$ cat src/design/cbe_pkg.sv
/*
 * Shared constants for the break-entry and instruction-subset core:
 * opcodes, vectors, flag positions, reset values and sequencer states.
 * Assumes an 8-bit data, 16-bit address core with one clock.
 */
package cbe_pkg;

  // Opcodes handled by the core
  localparam logic [7:0] OP_ADC_IMM   = 8'hA9;
  localparam logic [7:0] OP_ADD_IMM   = 8'hAB;
  localparam logic [7:0] OP_PREFIX    = 8'h9E;
  localparam logic [7:0] OP_ADC_SP2   = 8'hD9;
  localparam logic [7:0] OP_ADD_SP2   = 8'hDB;
  localparam logic [7:0] OP_STK_SADD  = 8'hA7;
  localparam logic [7:0] OP_IDX_SADD  = 8'hAF;
  localparam logic [7:0] OP_BR_CC     = 8'h24;
  localparam logic [7:0] OP_BR_CS     = 8'h25;
  localparam logic [7:0] OP_BR_ZS     = 8'h27;
  localparam logic [7:0] OP_RET_TRAP  = 8'h80;
  localparam logic [7:0] OP_SOFT_TRAP = 8'h83;

  // Vectors
  localparam logic [15:0] VEC_RESET   = 16'hFFFE;
  localparam logic [15:0] VEC_TRAP    = 16'hFFFC;
  localparam logic [15:0] VEC_TRAP_MON = 16'hFEFC;

  // Condition flag bit positions
  localparam int FLG_V = 7;
  localparam int FLG_H = 4;
  localparam int FLG_I = 3;
  localparam int FLG_N = 2;
  localparam int FLG_Z = 1;
  localparam int FLG_C = 0;
  localparam logic [7:0] FLAGS_ONES  = 8'h60;
  localparam logic [7:0] FLAGS_RESET = 8'h68;

  // Reset values and stack frame
  localparam logic [15:0] SP_RESET    = 16'h00FF;
  localparam logic [15:0] ONE16       = 16'h0001;
  localparam logic [2:0]  FRAME_LAST  = 3'h4;
  localparam logic [2:0]  FRM_PCL     = 3'h0;
  localparam logic [2:0]  FRM_PCH     = 3'h1;
  localparam logic [2:0]  FRM_X       = 3'h2;
  localparam logic [2:0]  FRM_A       = 3'h3;

  // Sequencer states, Gray along fetch, operand, branch
  typedef enum logic [3:0] {
    ST_FETCH = 4'h0,
    ST_OPND  = 4'h1,
    ST_BRCH  = 4'h3,
    ST_PFX   = 4'h2,
    ST_OFSH  = 4'h6,
    ST_OFSL  = 4'h7,
    ST_MEMRD = 4'h5,
    ST_PUSH  = 4'h4,
    ST_VECH  = 4'hC,
    ST_VECL  = 4'hD,
    ST_PULL  = 4'hF
  } cbe_state_t;

endpackage

$ cat src/design/cbe_add8.sv
/*
 * Eight-bit adder with optional carry in and the five arithmetic flags.
 * Purely combinational; the caller registers the results.
 */
`timescale 1ns/1ps
`default_nettype none

module cbe_add8 (
  // Operands
  input  wire logic [7:0] a_i,
  input  wire logic [7:0] b_i,
  input  wire logic       cin_i,
  // Result and flags
  output logic      [7:0] sum_o,
  output logic            v_o,
  output logic            h_o,
  output logic            n_o,
  output logic            z_o,
  output logic            c_o
);

  logic [8:0] full;
  logic [4:0] low;

  always_comb begin
    full  = {1'b0, a_i} + {1'b0, b_i} + {8'h00, cin_i};
    low   = {1'b0, a_i[3:0]} + {1'b0, b_i[3:0]} + {4'h0, cin_i};
    sum_o = full[7:0];
    c_o   = full[8];
    h_o   = low[4];
    n_o   = full[7];
    z_o   = (full[7:0] == 8'h00);
    // Same-sign operands giving other-sign result
    v_o   = (a_i[7] == b_i[7]) && (full[7] != a_i[7]);
  end

endmodule

`default_nettype wire

$ cat src/design/cbe_sext_add.sv
/*
 * Adds a sign-extended 8-bit value to a 16-bit base.
 * Combinational; shared by stack, index and branch target arithmetic.
 */
`timescale 1ns/1ps
`default_nettype none

module cbe_sext_add (
  // Operands
  input  wire logic [15:0] base_i,
  input  wire logic [7:0]  imm_i,
  // Result
  output logic      [15:0] sum_o
);

  always_comb begin
    sum_o = base_i + {{8{imm_i[7]}}, imm_i};
  end

endmodule

`default_nettype wire

$ cat src/design/cbe_core.sv
/*
 * Core sequencer: break entry, trap entry and return, add with and
 * without carry (immediate and 16-bit stack offset), signed adds to the
 * stack pointer and index pair, and carry/zero branches.
 * Assumes a memory whose read data is valid in the same cycle as the
 * registered address, and a break source that keeps its request high
 * until entry begins.
 */
`timescale 1ns/1ps
`default_nettype none

// Summary of operation
// - Break entry loads the soft trap opcode into the instruction register instead of fetching.
// - Break entry loads the program counter from FFFC:FFFD, or FEFC:FEFD in monitor mode.
// - Break entry waits until the instruction in progress has completed.
// - A break request seen on an instruction's last cycle starts entry at the next boundary.
// - Return from trap in the break handler ends break once the request has been withdrawn.
// - Add with carry sets A to A plus operand plus C and updates V, H, N, Z and C.
// - Opcode A7 adds a sign-extended immediate to the stack pointer in 2 cycles, no flags.
// - Opcode AF adds a sign-extended immediate to the index pair in 2 cycles, no flags.
// - Opcode 24 branches to its address plus 2 plus offset when C is clear, in 3 cycles.
// - Opcode 25 branches when C is set, in 3 cycles, and otherwise falls through.
// - Opcode 27 branches to its address plus 2 plus offset when Z is set.
// - Half carry is set by a carry from bit 3 into bit 4 of an add, else cleared.
// - Trap entry sets the interrupt mask after stacking and before the vector read.
module cbe_core (
  // Clock and reset
  input  wire logic        core_clk_i,
  input  wire logic        rstn_i,
  // Memory bus
  output logic      [15:0] mem_addr_o,
  output logic             mem_rd_o,
  output logic             mem_wr_o,
  output logic      [7:0]  mem_wdata_o,
  input  wire logic [7:0]  mem_rdata_i,
  // Break module
  input  wire logic        brk_req_i,
  input  wire logic        monitor_mode_i,
  output logic             brk_active_o,
  // Architectural state and instruction-done strobe
  output logic      [7:0]  acc_o,
  output logic      [15:0] index_pair_o,
  output logic      [15:0] stack_pointer_o,
  output logic      [15:0] pc_o,
  output logic      [7:0]  condition_flags_o,
  output logic             insn_done_o
);

  cbe_pkg::cbe_state_t state_r, state_nxt;
  logic [7:0]  ir_r, ir_nxt;
  logic [7:0]  acc_r, acc_nxt;
  logic [15:0] hx_r, hx_nxt;
  logic [15:0] sp_r, sp_nxt;
  logic [15:0] pc_r, pc_nxt;
  logic [7:0]  ccr_r, ccr_nxt;
  logic [15:0] ofs_r, ofs_nxt;
  logic [15:0] vec_r, vec_nxt;
  logic [2:0]  cnt_r, cnt_nxt;
  logic        brk_r, brk_nxt;
  logic [15:0] addr_r, addr_nxt;
  logic        rd_r, rd_nxt;
  logic        wr_r, wr_nxt;
  logic [7:0]  wdata_r, wdata_nxt;
  logic        done_r, done_nxt;

  logic [7:0]  alu_sum;
  logic        alu_v, alu_h, alu_n, alu_z, alu_c;
  logic        alu_cin;
  logic [15:0] sadd_base;
  logic [15:0] sadd_sum;

  // Flags after an add; I and the fixed ones are kept
  function automatic logic [7:0] add_flags(input logic [7:0] f, input logic v, input logic h,
                                           input logic n, input logic z, input logic c);
    logic [7:0] r;
    r = f;
    r[cbe_pkg::FLG_V] = v;
    r[cbe_pkg::FLG_H] = h;
    r[cbe_pkg::FLG_N] = n;
    r[cbe_pkg::FLG_Z] = z;
    r[cbe_pkg::FLG_C] = c;
    return r;
  endfunction

  function automatic logic is_add_op(input logic [7:0] op);
    return (op == cbe_pkg::OP_ADC_IMM) || (op == cbe_pkg::OP_ADD_IMM) ||
           (op == cbe_pkg::OP_ADC_SP2) || (op == cbe_pkg::OP_ADD_SP2);
  endfunction

  function automatic logic is_branch(input logic [7:0] op);
    return (op == cbe_pkg::OP_BR_CC) || (op == cbe_pkg::OP_BR_CS) ||
           (op == cbe_pkg::OP_BR_ZS);
  endfunction

  function automatic logic branch_taken(input logic [7:0] op, input logic [7:0] f);
    logic t;
    t = 1'b0;
    if (op == cbe_pkg::OP_BR_CC) begin
      t = !f[cbe_pkg::FLG_C];
    end else if (op == cbe_pkg::OP_BR_CS) begin
      t = f[cbe_pkg::FLG_C];
    end else if (op == cbe_pkg::OP_BR_ZS) begin
      t = f[cbe_pkg::FLG_Z];
    end
    return t;
  endfunction

  // Stacking order: PCL, PCH, X, A, flags
  function automatic logic [7:0] frame_byte(input logic [2:0] idx, input logic [15:0] pc,
                                            input logic [15:0] hx, input logic [7:0] a,
                                            input logic [7:0] f);
    logic [7:0] b;
    b = f;
    if (idx == cbe_pkg::FRM_PCL) begin
      b = pc[7:0];
    end else if (idx == cbe_pkg::FRM_PCH) begin
      b = pc[15:8];
    end else if (idx == cbe_pkg::FRM_X) begin
      b = hx[7:0];
    end else if (idx == cbe_pkg::FRM_A) begin
      b = a;
    end
    return b;
  endfunction

  // Carry in only for the with-carry opcodes
  assign alu_cin = ((ir_r == cbe_pkg::OP_ADC_IMM) || (ir_r == cbe_pkg::OP_ADC_SP2)) ?
                   ccr_r[cbe_pkg::FLG_C] : 1'b0;

  cbe_add8 u_add8 (
    .a_i   (acc_r),
    .b_i   (mem_rdata_i),
    .cin_i (alu_cin),
    .sum_o (alu_sum),
    .v_o   (alu_v),
    .h_o   (alu_h),
    .n_o   (alu_n),
    .z_o   (alu_z),
    .c_o   (alu_c)
  );

  // Branch base is the byte after the offset, i.e. opcode address plus 2
  always_comb begin
    if (ir_r == cbe_pkg::OP_STK_SADD) begin
      sadd_base = sp_r;
    end else if (ir_r == cbe_pkg::OP_IDX_SADD) begin
      sadd_base = hx_r;
    end else begin
      sadd_base = pc_r + cbe_pkg::ONE16;
    end
  end

  cbe_sext_add u_sadd (
    .base_i (sadd_base),
    .imm_i  (mem_rdata_i),
    .sum_o  (sadd_sum)
  );

  always_comb begin
    state_nxt = state_r;
    ir_nxt    = ir_r;
    acc_nxt   = acc_r;
    hx_nxt    = hx_r;
    sp_nxt    = sp_r;
    pc_nxt    = pc_r;
    ccr_nxt   = ccr_r;
    ofs_nxt   = ofs_r;
    vec_nxt   = vec_r;
    cnt_nxt   = cnt_r;
    brk_nxt   = brk_r;
    done_nxt  = 1'b0;
    unique case (state_r)
      cbe_pkg::ST_FETCH: begin
        // Only reached at an instruction boundary
        if (brk_req_i && !brk_r) begin
          ir_nxt    = cbe_pkg::OP_SOFT_TRAP;
          brk_nxt   = 1'b1;
          cnt_nxt   = cbe_pkg::FRM_PCL;
          state_nxt = cbe_pkg::ST_PUSH;
        end else begin
          ir_nxt = mem_rdata_i;
          pc_nxt = pc_r + cbe_pkg::ONE16;
          if (mem_rdata_i == cbe_pkg::OP_PREFIX) begin
            state_nxt = cbe_pkg::ST_PFX;
          end else if (mem_rdata_i == cbe_pkg::OP_SOFT_TRAP) begin
            cnt_nxt   = cbe_pkg::FRM_PCL;
            state_nxt = cbe_pkg::ST_PUSH;
          end else if (mem_rdata_i == cbe_pkg::OP_RET_TRAP) begin
            cnt_nxt   = cbe_pkg::FRM_PCL;
            sp_nxt    = sp_r + cbe_pkg::ONE16;
            state_nxt = cbe_pkg::ST_PULL;
          end else if ((mem_rdata_i == cbe_pkg::OP_ADC_IMM) ||
                       (mem_rdata_i == cbe_pkg::OP_ADD_IMM) || is_branch(mem_rdata_i) ||
                       (mem_rdata_i == cbe_pkg::OP_STK_SADD) ||
                       (mem_rdata_i == cbe_pkg::OP_IDX_SADD)) begin
            state_nxt = cbe_pkg::ST_OPND;
          end else begin
            // Unsupported opcodes pass as one-cycle no-ops
            done_nxt = 1'b1;
          end
        end
      end
      cbe_pkg::ST_OPND: begin
        pc_nxt    = pc_r + cbe_pkg::ONE16;
        state_nxt = cbe_pkg::ST_FETCH;
        done_nxt  = 1'b1;
        if (is_add_op(ir_r)) begin
          acc_nxt = alu_sum;
          ccr_nxt = add_flags(ccr_r, alu_v, alu_h, alu_n, alu_z, alu_c);
        end else if (ir_r == cbe_pkg::OP_STK_SADD) begin
          sp_nxt = sadd_sum;
        end else if (ir_r == cbe_pkg::OP_IDX_SADD) begin
          hx_nxt = sadd_sum;
        end else begin
          ofs_nxt   = sadd_sum;
          done_nxt  = 1'b0;
          state_nxt = cbe_pkg::ST_BRCH;
        end
      end
      cbe_pkg::ST_BRCH: begin
        if (branch_taken(ir_r, ccr_r)) begin
          pc_nxt = ofs_r;
        end
        done_nxt  = 1'b1;
        state_nxt = cbe_pkg::ST_FETCH;
      end
      cbe_pkg::ST_PFX: begin
        ir_nxt = mem_rdata_i;
        pc_nxt = pc_r + cbe_pkg::ONE16;
        if ((mem_rdata_i == cbe_pkg::OP_ADC_SP2) || (mem_rdata_i == cbe_pkg::OP_ADD_SP2)) begin
          state_nxt = cbe_pkg::ST_OFSH;
        end else begin
          done_nxt  = 1'b1;
          state_nxt = cbe_pkg::ST_FETCH;
        end
      end
      cbe_pkg::ST_OFSH: begin
        ofs_nxt[15:8] = mem_rdata_i;
        pc_nxt        = pc_r + cbe_pkg::ONE16;
        state_nxt     = cbe_pkg::ST_OFSL;
      end
      cbe_pkg::ST_OFSL: begin
        ofs_nxt[7:0] = mem_rdata_i;
        pc_nxt       = pc_r + cbe_pkg::ONE16;
        state_nxt    = cbe_pkg::ST_MEMRD;
      end
      cbe_pkg::ST_MEMRD: begin
        acc_nxt   = alu_sum;
        ccr_nxt   = add_flags(ccr_r, alu_v, alu_h, alu_n, alu_z, alu_c);
        done_nxt  = 1'b1;
        state_nxt = cbe_pkg::ST_FETCH;
      end
      cbe_pkg::ST_PUSH: begin
        sp_nxt = sp_r - cbe_pkg::ONE16;
        if (cnt_r == cbe_pkg::FRAME_LAST) begin
          ccr_nxt[cbe_pkg::FLG_I] = 1'b1;
          vec_nxt   = monitor_mode_i ? cbe_pkg::VEC_TRAP_MON : cbe_pkg::VEC_TRAP;
          state_nxt = cbe_pkg::ST_VECH;
        end else begin
          cnt_nxt = cnt_r + 3'h1;
        end
      end
      cbe_pkg::ST_VECH: begin
        pc_nxt[15:8] = mem_rdata_i;
        state_nxt    = cbe_pkg::ST_VECL;
      end
      cbe_pkg::ST_VECL: begin
        pc_nxt[7:0] = mem_rdata_i;
        done_nxt    = 1'b1;
        state_nxt   = cbe_pkg::ST_FETCH;
      end
      cbe_pkg::ST_PULL: begin
        // Pull order: flags, A, X, PCH, PCL
        if (cnt_r == cbe_pkg::FRM_PCL) begin
          ccr_nxt = mem_rdata_i | cbe_pkg::FLAGS_ONES;
        end else if (cnt_r == cbe_pkg::FRM_PCH) begin
          acc_nxt = mem_rdata_i;
        end else if (cnt_r == cbe_pkg::FRM_X) begin
          hx_nxt[7:0] = mem_rdata_i;
        end else if (cnt_r == cbe_pkg::FRM_A) begin
          pc_nxt[15:8] = mem_rdata_i;
        end else begin
          pc_nxt[7:0] = mem_rdata_i;
        end
        if (cnt_r == cbe_pkg::FRAME_LAST) begin
          // A request still held keeps break active and blocks re-entry
          if (!brk_req_i) begin
            brk_nxt = 1'b0;
          end
          done_nxt  = 1'b1;
          state_nxt = cbe_pkg::ST_FETCH;
        end else begin
          sp_nxt  = sp_r + cbe_pkg::ONE16;
          cnt_nxt = cnt_r + 3'h1;
        end
      end
      default: begin
        state_nxt = cbe_pkg::ST_FETCH;
      end
    endcase

    // Bus cycle of the coming state
    addr_nxt  = pc_nxt;
    rd_nxt    = 1'b1;
    wr_nxt    = 1'b0;
    wdata_nxt = wdata_r;
    unique case (state_nxt)
      cbe_pkg::ST_MEMRD: addr_nxt = sp_nxt + ofs_nxt;
      cbe_pkg::ST_PULL:  addr_nxt = sp_nxt;
      cbe_pkg::ST_VECH:  addr_nxt = vec_nxt;
      cbe_pkg::ST_VECL:  addr_nxt = vec_nxt + cbe_pkg::ONE16;
      cbe_pkg::ST_BRCH: begin
        rd_nxt = 1'b0;
      end
      cbe_pkg::ST_PUSH: begin
        addr_nxt  = sp_nxt;
        rd_nxt    = 1'b0;
        wr_nxt    = 1'b1;
        wdata_nxt = frame_byte(cnt_nxt, pc_nxt, hx_nxt, acc_nxt, ccr_nxt);
      end
      default: begin
        addr_nxt = pc_nxt;
      end
    endcase
  end

  // Reset starts at the reset vector read
  always_ff @(posedge core_clk_i) begin
    if (!rstn_i) begin
      state_r <= cbe_pkg::ST_VECH;
      ir_r    <= 8'h00;
      acc_r   <= 8'h00;
      hx_r    <= 16'h0000;
      sp_r    <= cbe_pkg::SP_RESET;
      pc_r    <= 16'h0000;
      ccr_r   <= cbe_pkg::FLAGS_RESET;
      ofs_r   <= 16'h0000;
      vec_r   <= cbe_pkg::VEC_RESET;
      cnt_r   <= 3'h0;
      brk_r   <= 1'b0;
      addr_r  <= cbe_pkg::VEC_RESET;
      rd_r    <= 1'b1;
      wr_r    <= 1'b0;
      wdata_r <= 8'h00;
      done_r  <= 1'b0;
    end else begin
      state_r <= state_nxt;
      ir_r    <= ir_nxt;
      acc_r   <= acc_nxt;
      hx_r    <= hx_nxt;
      sp_r    <= sp_nxt;
      pc_r    <= pc_nxt;
      ccr_r   <= ccr_nxt;
      ofs_r   <= ofs_nxt;
      vec_r   <= vec_nxt;
      cnt_r   <= cnt_nxt;
      brk_r   <= brk_nxt;
      addr_r  <= addr_nxt;
      rd_r    <= rd_nxt;
      wr_r    <= wr_nxt;
      wdata_r <= wdata_nxt;
      done_r  <= done_nxt;
    end
  end

  assign mem_addr_o        = addr_r;
  assign mem_rd_o          = rd_r;
  assign mem_wr_o          = wr_r;
  assign mem_wdata_o       = wdata_r;
  assign brk_active_o      = brk_r;
  assign acc_o             = acc_r;
  assign index_pair_o      = hx_r;
  assign stack_pointer_o   = sp_r;
  assign pc_o              = pc_r;
  assign condition_flags_o = ccr_r;
  assign insn_done_o       = done_r;

endmodule

`default_nettype wire

$ cat config.mk
export PLATFORM = sky130hd
export DESIGN_NAME = cbe_core
export DESIGN_NICKNAME = d
export VERILOG_FILES = /design/src/design/cbe_pkg.sv /design/src/design/cbe_add8.sv /design/src/design/cbe_sext_add.sv /design/src/design/cbe_core.sv
export SDC_FILE = /design/constraint.sdc
export NUM_CORES = 1
export LEC_CHECK = 0
export BUFFER_PORTS_ARGS = -buffer_cell sky130_fd_sc_hd__buf_4
export CAP_MARGIN = 20
export CORE_MARGIN = 2
export CORE_UTILIZATION = 50
export CTS_CLUSTER_DIAMETER = 30
export DETAILED_ROUTE_END_ITERATION = 8
export HOLD_SLACK_MARGIN = 0.06
export PLACE_DENSITY = 0.76
export SKIP_CTS_REPAIR_TIMING = 1
export SLEW_MARGIN = 20
export SYNTH_ARGS = -nofsm -noshare
export SYNTH_HDL_FRONTEND = slang
export SYNTH_SLANG_ARGS = --single-unit
$ cat constraint.sdc
create_clock -name core_clk_i -period 6.8 [get_ports core_clk_i]
set_input_delay 0 -clock core_clk_i [delete_from_list [all_inputs] [get_ports core_clk_i]]
set_output_delay 0 -clock core_clk_i [all_outputs]
set_load 0.01 [all_outputs]
# Word-level counts from Yosys, hierarchy flattened
# Index checks and enable logic that the tools add are counted.
# Widths: inputs -> output; s select.
# word_totals
mem_count	0
rom_bits	0
latch_bits	0
regBits	139
mem_bits_rw	0
word_cells	198
in_bits	12
# classes
n_div	0
n_mux	91
shifts	0
n_addsub	11
n_mul	0
reduce_logical	28
magnitude_cmp	0
n_eq_ne	49
bitwise	2
# ops
op	count
$mux 16	19
$mux 8	18
$pmux 16 s4	2
$eq 8x8->1 const B	15
$pmux 8 s5	2
$pmux 8 s2	4
$add 16x1->16 const B	3
$eq 8x6->1 const B	6
$add 16x16->16	2
$pmux 4 s8	1
$mux 4	7
$eq 4x3->1 const B	6
$eq 4x4->1 const B	6
$pmux 8 s3	1
$mux 1	21
$mux 3	6
$sub 16x1->16 const B	1
$eq 3x2->1 const B	4
$eq 4x2->1 const B	3
$pmux 4 s3	1
$logic_or 1x1->1	11
$add 8x8->9	1
$add 9x1->9	1
$mux 9	1
other kinds (26)	39

# Depth between registers and ports, before layout
# depth
ltp_word	15
ltp_mapped	26
mapped_depth_nobuf	26

# Cells and area by module
# A second synthesis with hierarchy kept.
# unflattened
hier_cells	1337
hier_area_um2	10304.9
# by_module_without_submodules
module	area_per_inst_um2	cells_each	instances
cbe_core	9077.5	1181	1
cbe_sext_add	760.7	95	1
cbe_add8	466.7	61	1

# Worst setup path before layout
# OpenSTA, ideal clock, no wires.
# synth_path
path_type	register to register
startpoint	reg ir_r[4]
endpoint	reg addr_r[11], in the netlist mem_addr_o[11]
t_arrival_ns	4.667
slack_ns	2.011
setup_time_ns	0.122
path_stages_with_launch	23
n_path_buf	1
path_cell_list	dfxtp_1 -> nor3b_4 -> nand4_1 -> clkbuf_1 -> a21oi_1 -> nor2_1 -> a21oi_1 -> ha_1 -> inv_1 -> fa_1 -> o22ai_1 -> a221oi_1 -> inv_1 -> ha_1 -> a21o_1 -> a21oi_1 -> o21ai_0 -> a21oi_1 -> o21ai_0 -> a21oi_1 -> o21bai_1 -> xor2_1 -> a221o_1
# synth_via
elab_cells_between_ends	41
classes_between	add/sub (2); eq/ne (14); mux (21); reduce/logical (4)
# synth_lines
element	line_no	rtl
start, declared	cbe_core.sv:50	logic [7:0] ir_r, ir_nxt;
start signal, assigned	cbe_core.sv:348	ir_r <= ir_nxt;
$eq 8x8->1	cbe_core.sv:146	end else if (ir_r == cbe_pkg::OP_IDX_SADD) begin
$mux 16	cbe_core.sv:146	
$mux 16	cbe_core.sv:144	if (ir_r == cbe_pkg::OP_STK_SADD) begin
$add 16x16->16	cbe_sext_add.sv:17	sum_o = base_i + {{8{imm_i[7]}}, imm_i};
$mux 16	cbe_core.sv:210	end else if (ir_r == cbe_pkg::OP_STK_SADD) begin
$mux 16 (*)	cbe_core.sv:207	if (is_add_op(ir_r)) begin
$pmux 16 s4 (*)	cbe_core.sv:172	unique case (state_r)
via sp_nxt[1]	cbe_core.sv:53	logic [15:0] sp_r, sp_nxt;
$add 16x16->16 (*)	cbe_core.sv:308	cbe_pkg::ST_MEMRD: addr_nxt = sp_nxt + ofs_nxt;
$pmux 16 s4 (*)	cbe_core.sv:307	unique case (state_nxt)
end signal, assigned	cbe_core.sv:341	addr_r <= cbe_pkg::VEC_RESET;
end signal, assigned	cbe_core.sv:358	addr_r <= addr_nxt;
end, declared	cbe_core.sv:60	logic [15:0] addr_r, addr_nxt;
# The timed path passes the listed nets; every way through them passes the cells marked *. The select of a mux whose other input is x is not followed.
# A chain may end at the register's enable or synchronous reset.

# Final worst setup path
# layout_path
startpoint	reg ir_r[4]
endpoint	reg addr_r[15], in the netlist mem_addr_o[15]
# The elaborated chain is that of the path after synthesis.

==> out/metrics.cfg <==
[run_status]
status=finished, final reports clean

[yosys]
ys_seq_elements=139
ys.flop_type=dfxtp_1
synth.distinct_cells=87
synth_xor_area_share_pct=5.433
postSynthCellCount=1291
yosysTopAreaCell=dfxtp_1
yosys_warnings=0
yosys-mux-area-fraction_pct=1.145
yosys.area_share.simple_pct=24.24
seq_area_frac_synth_pct=28.30
synth.cell_area_mm2=0.009833
synth_top_family_by_area=compound AO/OA/AOI/OAI gates
yosys.area_share.adder_pct=6.795
synth_fp_nets=1354
avgSynthCellArea_um2=7.617
synth-edff-count=0
synth_top_area_share_pct=28.30
synth_compound_area_share_pct=28.93
netlist_top_cells_area=dfxtp_1 (28%), ha_1 (6.0%), nand2_1 (5.3%)
async_flop_share_pct=0

[sta]
final.setup.tns_ps=0
finalHoldViolCount=0
maxSlewHeadroom_pct=29.99
fin_crit_sh_pct=87.07
rsz0062_at_grt=false
fin_worst_skew_ps=8.112
fin_crit_ps=5921
setup_violations=0
worst_slew_pin_slew_ps=1050
maxClockFrequency_mhz=168.9
slew_violations=0

[clock_network]
cts_sinks=139
cts-root-buf=clkbuf_16
cts_buffer_depth=2
cts_buffers=17
h-tree-depth=4
cts_tree=done
clk_latency_ps=440
clkTransAtPathRegs_ps=70

[final_layout]
layout-drive-gt1-share_pct=13.64
nets=1421
mostFrequentLayoutCell=nand2_1
mostFrequentLayoutCells=nand2_1 (140), dfxtp_1 (139), nor2_1 (134)
area_growth_pct=15.36
n_antenna_cell=0

[flow_run]
drv_cap=0

[worst_setup_path]
worstSetupEndpointType=register
crit_path_max_incr_delay_ps=890
critPathKind=reg2reg
path_delay_family=compound AO/OA/AOI/OAI gates
path_common_cell=a21oi_1
worst-path-buf-inv=2
r2r_start=ir_r[4]$_SDFFE_PN0P_
cp_num_cells=21
crit_path_top_delay_cell=and4_1
path_max_fanout=33
critical_path_required_ps=7120
cp-startpoint=ir_r[4]$_SDFFE_PN0P_
r2r_cells=21
crit_chain=nor3b_4 > and4_1 > nor2_1 > a21oi_1 > ha_1 > inv_1 > fa_1 > o22ai_1 > a221oi_1 > inv_1 > ha_1 > a21o_1 > a21oi_1 > o21ai_0 > a21oi_1 > o21ai_0 > a21oi_1 > o21ai_0 > a31oi_1 > xnor2_1 > o21ai_1
cp.arrival_ps=6240
critPathLaunchType=register

[grt]
grt_pass1_wl_um=52220
grt_pass1_vias=9272
antenna_found_initial=1
overflow=0
grt_max_degree=73
grt_usage_pct=33.11

[detailed_routing]
drc=0
drtIter0Drc=1191
vias_per_cell=6.378
wire_per_inst_um=21.44
wl_um=35070
vias=10430
drtAntennaViolNets=0
drt_pre_antenna_iters=6

[power_and_ir_drop]
power_per_cell_area_mw_per_mm2=301.1
leakage_nw=4.766
switching_share_pct=42.65
sequentialPowerShare_pct=31.2
clkPwrFrac_pct=26.2
pwr-share-comb_pct=42.6
switching_power_mw=1.457
power.internal_mw=1.959
ir_drop_uv=207.4
total_power_mw=3.416

[floorplanning]
rows=51
die_x_um=144.2
die-area_mm2=0.02080
coreArea_mm2=0.01940
ios=104
start_util_pct=50.69
die_h_um=144.2

[placed_design]
hpwl_um=26000
io_buffers=103
gp_congestion=1.012

[worst_hold_path]
hp-class=in2reg
worstHoldStart=mem_rdata_i[4]
whs_path_depth=3

-- area by class of cell --
type	count	area, um^2
well taps	265	331.6
repair buffers	121	930.9
inverters	50	187.7
clock buffers	19	452.9
fillers	1839	8055
flip-flops and latches	139	2783
clock inverters	13	106.4
multi-input cells	1029	6551
-- worst register-to-register path: stages (launching register included) --
cell and delay, ps:
dfxtp_1 340, nor3b_4 290, and4_1 890, nor2_1 120, a21oi_1 160, ha_1 200
inv_1 60, fa_1 590, o22ai_1 110, a221oi_1 740, inv_1 110, ha_1 320
a21o_1 170, a21oi_1 260, o21ai_0 160, a21oi_1 190, o21ai_0 170, a21oi_1 270
o21ai_0 170, a31oi_1 240, xnor2_1 150, o21ai_1 70
-- cells by family (layout without fill, tap and decap cells) --
kind of cell,Yosys count,in the layout
AO/OA/AOI/OAI,417,417
XOR/XNOR,61,61
adder cells (fa/ha/maj),51,51
buffers and inverters,123,203
flip-flops,139,139
multiplexers,11,11
AND/OR/NAND/NOR,489,489
-- metal layers --
layer  GRT usage, %  share of wire, %  vias up  wire, um
li1               -                 -     4888         -
met1          45.38                42     4803     14620
met2          48.15                41      670     14530
met5              0             0.031        -        11
met4          11.60               3.0        2      1064
met3          11.69                14       71      4853
-- cell usage after synthesis (7+ instances only) --
cell type    n
a211oi_1    10
a21boi_0     8
a21o_1      17
a21oi_1     91
a221o_1     11
a221oi_1    22
a222oi_1     7
a22o_1       7
a22oi_1     30
a31oi_1     15
and2_1      24
and3_1      23
buf_2       17
clkbuf_1    52
dfxtp_1    139
ha_1        47
inv_1       48
mux2i_1      9
nand2_1    140
nand2b_1     7
nand3_1     39
nand4_1     13
nor2_1     134
nor2b_1     17
nor3_1      31
o211ai_1     9
o21a_1      10
o21ai_0     91
o21ai_1      9
o221ai_1    19
o22ai_1     13
or2_2       20
or3_1        8
xnor2_1     29
xor2_1      32
-- stage by stage --
step | util [%] | hold WS [ps] | area, um^2 | setup WS [ps] | instances
detailed placement | 55.09 | 324.6 | 10690 | 1099 | 1595
floorplan | - | 175.6 | 9833 | 2011 | 1291
finish | 58.48 | 37.51 | 11340 | 879.4 | 1636
global route | 58.48 | 75.84 | 11340 | 411.3 | 1636
CTS | 57.97 | -117.6 | 11250 | 1022 | 1627
global placement | 55.09 | 322.7 | 10690 | 1300 | 1595
-- power by group through the flow --
stage	logic, mW	clock network [mW]	registers [mW]
2_1_floorplan	0.925	0	1.06
3_3_place_gp	1.38	0	1.07
3_5_place_dp	1.39	0	1.07
4_1_cts	1.40	0.897	1.06
5_1_grt	1.57	0.931	1.08
6_report	1.45	0.896	1.07
-- sequential cells by signal, summed over array words and instances, names as in the netlist --
| signal | flops |
|---|---|
| index_pair_o | 16 |
| mem_addr_o | 16 |
| ofs_r | 16 |
| pc_o | 16 |
| stack_pointer_o | 16 |
| vec_r | 16 |
| acc_o | 8 |
| condition_flags_o | 8 |
| ir_r | 8 |
| mem_wdata_o | 8 |
| state_r | 4 |
| cnt_r | 3 |
| brk_active_o | 1 |
| insn_done_o | 1 |
| mem_rd_o | 1 |
| mem_wr_o | 1 |
-- path summary, 6_finish.rpt --
check	to	slack [ps]
worst min-delay path	ir_r[4]$_SDFFE_PN0P_	40
worst max register to register	mem_addr_o[15]$_SDFF_PN1_	880
worst min register to register	vec_r[15]$_SDFF_PN1_	470
worst max-delay path	mem_addr_o[15]$_SDFF_PN1_	880
(Power assumes the default switching activity.)
